--- config.mk ---
export PLATFORM = sky130hd
export DESIGN_NAME = mth_miss_handler
export DESIGN_NICKNAME = d
export VERILOG_FILES = /design/src/mth_pkg.sv /design/src/mth_miss_handler.sv
export SDC_FILE = /design/constraint.sdc
export NUM_CORES = 1
export LEC_CHECK = 0
export BUFFER_PORTS_ARGS = -buffer_cell sky130_fd_sc_hd__buf_2
export CELL_PAD_IN_SITES_DETAIL_PLACEMENT = 0
export CELL_PAD_IN_SITES_GLOBAL_PLACEMENT = 1
export CORE_MARGIN = 2
export CORE_UTILIZATION = 45
export DETAILED_ROUTE_END_ITERATION = 12
export PLACE_DENSITY_LB_ADDON = 0.25
export SLEW_MARGIN = 20
export SYNTH_ARGS = -nofsm -noshare
export SYNTH_HDL_FRONTEND = slang
export SYNTH_SLANG_ARGS = --single-unit
--- constraint.sdc ---
create_clock -name aclk -period 5.5 [get_ports aclk]
set_input_delay 0 -clock aclk [delete_from_list [all_inputs] [get_ports aclk]]
set_output_delay 0 -clock aclk [all_outputs]
set_load 0.01 [all_outputs]
--- src/mth_pkg.sv ---
// Shared constants for the miss handler: transfer bus layout, function codes,
// tag bus layout, software register map and reset values.
package mth_pkg;

    // Transfer bus width between processor and miss handler
    localparam int TB_W = 72;
    localparam int TAG_W = 20;

    // Processor-driven word layout
    localparam int P_CMD_HI = 59;
    localparam int P_CMD_LO = 56;
    localparam int P_SIZE_HI = 55;
    localparam int P_SIZE_LO = 53;
    localparam int P_COH_HI = 52;
    localparam int P_COH_LO = 50;
    localparam int P_NM_TAG = 49; // High: tag address did not match
    localparam int P_NM_SYN = 48; // High: virtual synonym did not match
    localparam int P_SET_HI = 47;
    localparam int P_SET_LO = 46;
    localparam int P_ST_HI = 45;
    localparam int P_ST_LO = 44;
    localparam int P_SYN_HI = 43;
    localparam int P_SYN_LO = 40;
    localparam int P_PA_HI = 39;
    localparam int P_PA_LO = 0;

    // Miss-handler-driven word layout
    localparam int H_FN_HI = 67;
    localparam int H_FN_LO = 64;
    localparam int H_WEN_HI = 63;
    localparam int H_WEN_LO = 60;
    localparam int H_DSET_HI = 59;
    localparam int H_DSET_LO = 58;
    localparam int H_DADR_HI = 57;
    localparam int H_DADR_LO = 40;
    localparam int H_TADR_HI = 39;
    localparam int H_TADR_LO = 5;
    localparam int H_VSYN_HI = 3;
    localparam int H_VSYN_LO = 0;

    // Function codes driven on the handler word
    localparam logic [3:0] FN_IDLE = 4'h0;
    localparam logic [3:0] FN_INVAL = 4'h1;
    localparam logic [3:0] FN_TAG_WR = 4'h2;
    localparam logic [3:0] FN_TAG_ST = 4'h3;
    localparam logic [3:0] FN_FILL = 4'h4;
    localparam logic [3:0] FN_DRAIN = 4'h5;

    // One sector is 128 bytes, written as 32 words of 4 bytes
    localparam logic [4:0] SECTOR_LAST = 5'h1f;
    localparam logic [3:0] WEN_ONE = 4'h1;

    // Software register map (byte addresses)
    localparam logic [7:0] ADDR_CTRL = 8'h00;
    localparam logic [7:0] ADDR_STATUS = 8'h04;
    localparam logic [7:0] ADDR_REQ = 8'h08;
    localparam logic [7:0] ADDR_PA_LO = 8'h0c;
    localparam logic [7:0] ADDR_PA_HI = 8'h10;
    localparam logic [7:0] ADDR_COUNT = 8'h14;

    // Control bits and reset value
    localparam int CTRL_EN = 0;
    localparam int CTRL_DRAIN = 1;
    localparam logic [1:0] CTRL_RST = 2'h1;

    // AXI response codes
    localparam logic [1:0] RESP_OKAY = 2'h0;
    localparam logic [1:0] RESP_SLVERR = 2'h2;

    // Handler sequence
    typedef enum logic [2:0] {
        ST_IDLE,
        ST_DECODE,
        ST_INVAL,
        ST_TAGWR,
        ST_STWR,
        ST_FILL,
        ST_DRAIN,
        ST_RELEASE
    } mth_state_t;

endpackage

--- src/mth_miss_handler.sv ---
`timescale 1ns/1ps
// Notes on behaviour
// - Processor only looks up; handler writes tags
// - One tag write per cycle, tag or state
// - Every miss except a full match updates tags under handler control
// - Bus is 72 bits; handler fields in 67:0, 71:68 reserved
// - Bus carries handler traffic only during misses
// - Full match: just fetch the sector
// - Synonym mismatch: evict, invalidate, refill same set
// - Tag miss: pick set, evict, invalidate, refill
// - Function at 67:64 changes processor state
// - Four word write enables from address 3:2
// - Streaming cache set at bits 59:58
// - Cache RAM address 21:4 at bits 57:40
// - Tag RAM address 39:5 at bits 39:5
// - Release bus only after all updates
module mth_miss_handler
    import mth_pkg::*;
(
    input wire logic aclk,
    input wire logic aresetn,
    // AXI4-Lite slave
    input wire logic [7:0] s_axi_awaddr,
    input wire logic s_axi_awvalid,
    output logic s_axi_awready,
    input wire logic [31:0] s_axi_wdata,
    input wire logic [3:0] s_axi_wstrb,
    input wire logic s_axi_wvalid,
    output logic s_axi_wready,
    output logic [1:0] s_axi_bresp,
    output logic s_axi_bvalid,
    input wire logic s_axi_bready,
    input wire logic [7:0] s_axi_araddr,
    input wire logic s_axi_arvalid,
    output logic s_axi_arready,
    output logic [31:0] s_axi_rdata,
    output logic [1:0] s_axi_rresp,
    output logic s_axi_rvalid,
    input wire logic s_axi_rready,
    // Transfer bus toward the processor
    input wire logic miss_req,
    input wire logic [TB_W-1:0] tbus_in,
    output logic [TB_W-1:0] tbus_out,
    output logic tbus_oe,
    output logic bus_release,
    // Tag RAM write port
    output logic [TAG_W-1:0] tag_bus_out,
    output logic tag_bus_oe,
    output logic tag_we,
    output logic tag_sel_state,
    output logic [1:0] tag_set
);

    // Whole module state in one record
    typedef struct packed {
        mth_state_t st;
        logic req_s1; // Synchroniser stages for the pins
        logic req_s2;
        logic [TB_W-1:0] tb_s1;
        logic [TB_W-1:0] tb_s2;
        logic awready;
        logic wready;
        logic bvalid;
        logic [1:0] bresp;
        logic arready;
        logic rvalid;
        logic [1:0] rresp;
        logic [31:0] rdata;
        logic aw_got;
        logic w_got;
        logic [7:0] awaddr;
        logic [31:0] wdata;
        logic wstrb0;
        logic [1:0] ctrl;
        logic [3:0] cmd; // Captured request fields
        logic [2:0] size;
        logic [2:0] coh;
        logic [1:0] nm;
        logic [1:0] set;
        logic [1:0] state;
        logic [3:0] syn;
        logic [39:0] paddr;
        logic [1:0] fill_set;
        logic [1:0] victim;
        logic [4:0] word_cnt;
        logic [15:0] miss_count;
        logic [TB_W-1:0] tbus_out;
        logic tbus_oe;
        logic bus_release;
        logic [TAG_W-1:0] tag_bus_out;
        logic tag_bus_oe;
        logic tag_we;
        logic tag_sel_state;
        logic [1:0] tag_set;
    } mth_regs_t;

    mth_regs_t q_reg; // Present state
    mth_regs_t q_next; // Next state

    // Next-state logic for bus slave, sequence and pin outputs
    always_comb begin
        q_next = q_reg;
        // Two flops before anything looks at the pins
        q_next.req_s1 = miss_req;
        q_next.req_s2 = q_reg.req_s1;
        q_next.tb_s1 = tbus_in;
        q_next.tb_s2 = q_reg.tb_s1;

        // Write address and data may arrive in either order
        if (s_axi_awvalid && q_reg.awready) begin
            q_next.aw_got = 1'b1;
            q_next.awaddr = s_axi_awaddr;
        end
        if (s_axi_wvalid && q_reg.wready) begin
            q_next.w_got = 1'b1;
            q_next.wdata = s_axi_wdata;
            q_next.wstrb0 = s_axi_wstrb[0];
        end
        if (q_reg.bvalid && s_axi_bready) begin
            q_next.bvalid = 1'b0;
        end
        // Both halves held: perform the write and answer
        if (q_reg.aw_got && q_reg.w_got && !q_reg.bvalid) begin
            q_next.aw_got = 1'b0;
            q_next.w_got = 1'b0;
            q_next.bvalid = 1'b1;
            q_next.bresp = RESP_OKAY;
            if (q_reg.awaddr == ADDR_CTRL) begin
                // Only the low byte holds control bits
                if (q_reg.wstrb0) begin
                    q_next.ctrl = q_reg.wdata[1:0];
                end
            end else if (q_reg.awaddr == ADDR_COUNT) begin
                // A write clears the miss counter unless a miss is taken in the same cycle
                q_next.miss_count = 16'h0000;
            end else if (q_reg.awaddr != ADDR_STATUS && q_reg.awaddr != ADDR_REQ &&
                         q_reg.awaddr != ADDR_PA_LO && q_reg.awaddr != ADDR_PA_HI) begin
                q_next.bresp = RESP_SLVERR;
            end
        end
        // Each channel ready only while its own half is not held and no response is pending, so at most one write is open
        q_next.awready = !q_next.aw_got && !q_next.bvalid;
        q_next.wready = !q_next.w_got && !q_next.bvalid;

        // Read channel: answer one cycle after the address is taken
        if (s_axi_arvalid && q_reg.arready) begin
            q_next.rvalid = 1'b1;
            q_next.rresp = RESP_OKAY;
            case (s_axi_araddr)
                ADDR_CTRL: q_next.rdata = {30'h0000_0000, q_reg.ctrl};
                ADDR_STATUS: q_next.rdata = {25'h000_0000, q_reg.victim, q_reg.fill_set, q_reg.st};
                ADDR_REQ: q_next.rdata = {12'h000, q_reg.cmd, q_reg.size, q_reg.coh, q_reg.nm,
                                          q_reg.set, q_reg.state, q_reg.syn};
                ADDR_PA_LO: q_next.rdata = q_reg.paddr[31:0];
                ADDR_PA_HI: q_next.rdata = {24'h00_0000, q_reg.paddr[39:32]};
                ADDR_COUNT: q_next.rdata = {16'h0000, q_reg.miss_count};
                default: begin
                    // Unmapped reads return zero with an error
                    q_next.rdata = 32'h0000_0000;
                    q_next.rresp = RESP_SLVERR;
                end
            endcase
        end else if (q_reg.rvalid && s_axi_rready) begin
            q_next.rvalid = 1'b0;
        end
        q_next.arready = !q_next.rvalid;

        // Miss handling sequence
        unique case (q_reg.st)
            ST_IDLE: begin
                // Processor hands over the bus; its word is stable while it waits
                if (q_reg.req_s2 && q_reg.ctrl[CTRL_EN]) begin
                    q_next.cmd = q_reg.tb_s2[P_CMD_HI:P_CMD_LO];
                    q_next.size = q_reg.tb_s2[P_SIZE_HI:P_SIZE_LO];
                    q_next.coh = q_reg.tb_s2[P_COH_HI:P_COH_LO];
                    q_next.nm = {q_reg.tb_s2[P_NM_TAG], q_reg.tb_s2[P_NM_SYN]};
                    q_next.set = q_reg.tb_s2[P_SET_HI:P_SET_LO];
                    q_next.state = q_reg.tb_s2[P_ST_HI:P_ST_LO];
                    q_next.syn = q_reg.tb_s2[P_SYN_HI:P_SYN_LO];
                    q_next.paddr = q_reg.tb_s2[P_PA_HI:P_PA_LO];
                    q_next.word_cnt = 5'h00;
                    q_next.miss_count = q_reg.miss_count + 16'h0001;
                    q_next.st = ST_DECODE;
                end
            end
            ST_DECODE: begin
                if (!q_reg.nm[1] && !q_reg.nm[0]) begin
                    // Line already present: only the sector is missing
                    q_next.fill_set = q_reg.set;
                    q_next.st = ST_FILL;
                end else if (!q_reg.nm[1]) begin
                    // Wrong synonym: evict and refill in the same set
                    q_next.fill_set = q_reg.set;
                    q_next.st = ST_INVAL;
                end else begin
                    // Round-robin victim keeps the choice cheap and fair
                    q_next.fill_set = q_reg.victim;
                    q_next.victim = q_reg.victim + 2'h1;
                    q_next.st = ST_INVAL;
                end
            end
            ST_INVAL: q_next.st = ST_TAGWR;
            ST_TAGWR: q_next.st = ST_STWR;
            // Both tag cycles are done; the sector follows
            ST_STWR: q_next.st = ST_FILL;
            ST_FILL: begin
                q_next.word_cnt = q_reg.word_cnt + 5'h01;
                if (q_reg.word_cnt == SECTOR_LAST) begin
                    q_next.st = q_reg.ctrl[CTRL_DRAIN] ? ST_DRAIN : ST_RELEASE;
                end
            end
            // One word lets the processor empty its store queues before release
            ST_DRAIN: q_next.st = ST_RELEASE;
            ST_RELEASE: begin
                // Hold the release until the processor drops its request
                if (!q_reg.req_s2) begin
                    q_next.st = ST_IDLE;
                end
            end
        endcase

        // Pin outputs follow the state being entered, so they line up with it
        q_next.tbus_out = '0; // Reserved bits 71:68 and 4 stay low
        q_next.tbus_oe = (q_next.st != ST_IDLE) && (q_next.st != ST_DECODE) &&
                         (q_next.st != ST_RELEASE);
        q_next.bus_release = (q_next.st == ST_RELEASE);
        q_next.tag_bus_out = '0;
        q_next.tag_bus_oe = 1'b0;
        q_next.tag_we = 1'b0;
        q_next.tag_sel_state = 1'b0;
        q_next.tag_set = q_next.fill_set;
        if (q_next.tbus_oe) begin
            q_next.tbus_out[H_DSET_HI:H_DSET_LO] = q_next.fill_set;
            q_next.tbus_out[H_DADR_HI:H_DADR_LO] = {q_next.paddr[21:7], q_next.word_cnt[4:2]};
            q_next.tbus_out[H_TADR_HI:H_TADR_LO] = q_next.paddr[39:5];
            q_next.tbus_out[H_VSYN_HI:H_VSYN_LO] = q_next.syn;
        end
        unique case (q_next.st)
            ST_INVAL: q_next.tbus_out[H_FN_HI:H_FN_LO] = FN_INVAL;
            ST_TAGWR: begin
                // Tag cycle: all 20 address bits on the tag bus
                q_next.tbus_out[H_FN_HI:H_FN_LO] = FN_TAG_WR;
                q_next.tag_bus_out = q_next.paddr[39:20];
                q_next.tag_bus_oe = 1'b1;
                q_next.tag_we = 1'b1;
            end
            ST_STWR: begin
                // State cycle: state and synonym share the same tag bus
                q_next.tbus_out[H_FN_HI:H_FN_LO] = FN_TAG_ST;
                q_next.tag_bus_out = {14'h0000, q_next.state, q_next.syn};
                q_next.tag_bus_oe = 1'b1;
                q_next.tag_we = 1'b1;
                q_next.tag_sel_state = 1'b1;
            end
            ST_FILL: begin
                q_next.tbus_out[H_FN_HI:H_FN_LO] = FN_FILL;
                q_next.tbus_out[H_WEN_HI:H_WEN_LO] = 4'(WEN_ONE << q_next.word_cnt[1:0]);
            end
            ST_DRAIN: q_next.tbus_out[H_FN_HI:H_FN_LO] = FN_DRAIN;
            ST_IDLE, ST_DECODE, ST_RELEASE: q_next.tbus_out[H_FN_HI:H_FN_LO] = FN_IDLE;
        endcase
    end

    // State register; synchronous reset to constants only
    always_ff @(posedge aclk) begin
        if (!aresetn) begin
            q_reg <= '0;
            q_reg.st <= ST_IDLE;
            q_reg.ctrl <= CTRL_RST;
        end else begin
            q_reg <= q_next;
        end
    end

    // Every output straight from the state record
    assign s_axi_awready = q_reg.awready;
    assign s_axi_wready = q_reg.wready;
    assign s_axi_bresp = q_reg.bresp;
    assign s_axi_bvalid = q_reg.bvalid;
    assign s_axi_arready = q_reg.arready;
    assign s_axi_rdata = q_reg.rdata;
    assign s_axi_rresp = q_reg.rresp;
    assign s_axi_rvalid = q_reg.rvalid;
    assign tbus_out = q_reg.tbus_out;
    assign tbus_oe = q_reg.tbus_oe;
    assign bus_release = q_reg.bus_release;
    assign tag_bus_out = q_reg.tag_bus_out;
    assign tag_bus_oe = q_reg.tag_bus_oe;
    assign tag_we = q_reg.tag_we;
    assign tag_sel_state = q_reg.tag_sel_state;
    assign tag_set = q_reg.tag_set;
endmodule

==> metrics.cfg <==
[drt]
drt-pass1-iter-count = 5
drc = 0
vias_per_cell = 4.75
first_iter_violations = 471
wl_per_cell_um = 16.0
totalWireLength_um = 28900
drtAntennaViolNets = 0
vias = 8561

[pwr]
fin_total_pwr_w = 0.00528
power_density_nw_per_um2 = 347
vdd_ir_drop_max_uv = 194
leakage_nw = 6.20

[clock_network]
htree_levels = 2
cts_tree = built
cts_made_buffers = 36
insertion_delay_ps = 510
clock_sinks = 339
cts_root_buf = clkbuf_16
clk_pin_slew_ps = 60
clk_path_buf_depth = 3
postCtsResizedCells = 0

[floorplan]
io-pin-count = 272
core_region_area_sq_um = 27900
fp.dieArea_sq_um = 29900
dieHeight_um = 173
initial_core_util = 0.459
num_rows = 61
die_w_um = 173

[logic_synthesis]
netlist.area_leader.share = 0.529
async_reset_ff_frac = 0
syn-instance-count = 1239
synth_commonest_cells = dfxtp_1, and2_1, buf_4
synthesis.area_sq_um = 12800
synth-seq-cells = 339
synth_edf_count = 0
synth_most_common_cell = dfxtp_1
synth_top_area_cell = dfxtp_1
ys_warn_count = 0
synth.avg_cell_area_sq_um = 10.4
synthFlopType = dfxtp_1
netlist_top_cells_area = dfxtp_1, buf_4, and2_1
synth_seq_area_share = 0.529
ys_types = 74

[layout]
areaGrowthSynthToFinish_pct = 18.6
nNetsFinal = 1536
largest_register_ffs = 162
fillers = 2543
multi_input_area_sq_um = 4660
regArea_sq_um = 6790
diodes = 0
drive_gt1_frac = 0.234

[timing]
finalSetupViolCount = 0
clock-skew-final_ps = 17.2
worstMarginPinSlew_ps = 1070
fin_crit_ps = 3230
tns_ps = 0
max_freq_ghz = 0.310
finalMaxSlewViolations = 0
post-route-period-util = 0.587
hold_viol_final = 0
relSlewSlack = 0.284
rsz0062_at_grt = no

[global_routing]
met2_usage = 0.316
grt_max_degree = 135
grt-ovfl-total = 0
busiest_layer = met2
grt_use_met1 = 0.258
grt_use_total = 0.192
use_met3 = 0.0369
grt_pass1_wl_um = 46200
antenna_found_initial = 0
grt_pass1_vias = 8428

[setup_path]
cp.buffers_inverters = 1
cp-start-kind = flip-flop
cp.required_ps = 5880
cpPeakStageDelay_ps = 880
cp.arrival_ps = 3610
critPathMaxFanout = 28
cp_cell_sequence = ha_1 -> and3_1 -> ha_1 -> a21o_1 -> a221o_1 -> a211oi_4 -> buf_4 -> nor3_1
criticalPathCategory = flip-flop to flip-flop
cp_common_cell = ha_1
critPathSlowestCell = a211oi_4
end_kind = flip-flop
critPathTopFamily = compound AO/OA/AOI/OAI gates

[outcome]
status = complete, no violations

[placed_design]
hpwlAfterDp_um = 19100
portBuffers = 218
place_congestion = 0.781

[min_path]
hold_class = input port to flip-flop

[run]
maxCapViolations = 0

==> metal layers <==
metal	routed length, um	up-vias
met2	13400	206
met5	0	-
met1	13600	3975
met3	1390	37
met4	601	0
li1	-	4343
==> power by group <==
part | internal (W) | total (W) | switching [W]
sequential | 0.00252 | 0.00255 | 0.0000324
clock | 0.00144 | 0.00239 | 0.000944
combinational | 0.000159 | 0.000341 | 0.000182
==> cells in the final DEF, fill, tap and decap left out, types with 7 or more instances in the layout <==
| master | netlist | layout |
|---|---|---|
| nor2b_1 | 60 | 60 |
| a21boi_0 | 32 | 32 |
| nand2_1 | 102 | 102 |
| clkbuf_1 | 44 | 7 |
| mux2i_1 | 61 | 61 |
| a21oi_1 | 14 | 14 |
| o31ai_1 | 8 | 8 |
| a22o_1 | 12 | 12 |
| and3_1 | 7 | 7 |
| nand3_1 | 15 | 15 |
| clkbuf_8 | 4 | 10 |
| a22oi_1 | 25 | 25 |
| and2_1 | 140 | 140 |
| buf_2 | 7 | 217 |
| conb_1 | 1 | 8 |
| nor3_1 | 15 | 15 |
| o21ai_0 | 21 | 21 |
| clkbuf_16 | 0 | 38 |
| nor2_1 | 37 | 37 |
| dlygate4sd3_1 | 0 | 95 |
| nor3_2 | 29 | 29 |
| dfxtp_1 | 339 | 339 |
==> layout make-up <==
cell class | instances | area share
sequential | 339 | 0.446
inverter | 6 | 0.00148
clock inverter | 7 | 0.00469
multi-input combinational | 699 | 0.306
tap | 378 | 0.0311
clock buffer | 55 | 0.0732
timing repair buffer | 319 | 0.138
==> through the flow <==
stage	hold slack [ps]	worst slack, ps	cell area, sq um	utilization	instances
global placement	207	2220	13100	0.468	1646
detailed placement	209	2200	13100	0.468	1646
floorplan	127	3260	12900	-	1246
global route	65.5	2040	15200	0.545	1803
CTS	0.671	2200	15200	0.545	1803
finish	16.3	2270	15200	0.545	1803
==> worst min-delay path, cell delays in order <==
cell and delay (ps):
buf_2 120, nor3b_2 110, a22oi_1 160, o21ai_0 80
==> timing repair <==
| action | CTS | global route |
|---|---|---|
| setup buffers | 0 | 0 |
| hold buffers | 95 | 0 |
| endpoints found under the hold margin | 85 | 0 |
==> worst paths after layout <==
path | from | end | slack (ps) | depth (start not counted)
hold reg to reg | q_next[308]$_SDFF_PN0_ | q_reg[308]$_SDFF_PN0_ | 430 | 1
setup reg to reg | q_reg[115]$_SDFF_PN0_ | tbus_out[3]$_SDFF_PN0_ | 2270 | 8
hold / removal | s_axi_araddr[1] | s_axi_rdata[13]$_SDFFE_PN0P_ | 20 | 4
setup / recovery | q_reg[115]$_SDFF_PN0_ | tbus_out[3]$_SDFF_PN0_ | 2270 | 8
==> cells by family (layout without fill, tap and decap cells) <==
group,Yosys count,after routing,share of synthesized area
compound gates,154,154,0.0880
mux,68,68,0.0546
buf+inv,208,387,0.111
flops,339,339,0.529
other cells,1,8,0.000292
fa+ha+maj,3,3,0.00292
simple gates,458,458,0.209
xor+xnor,8,8,0.00546
(Power assumes the default switching activity.)
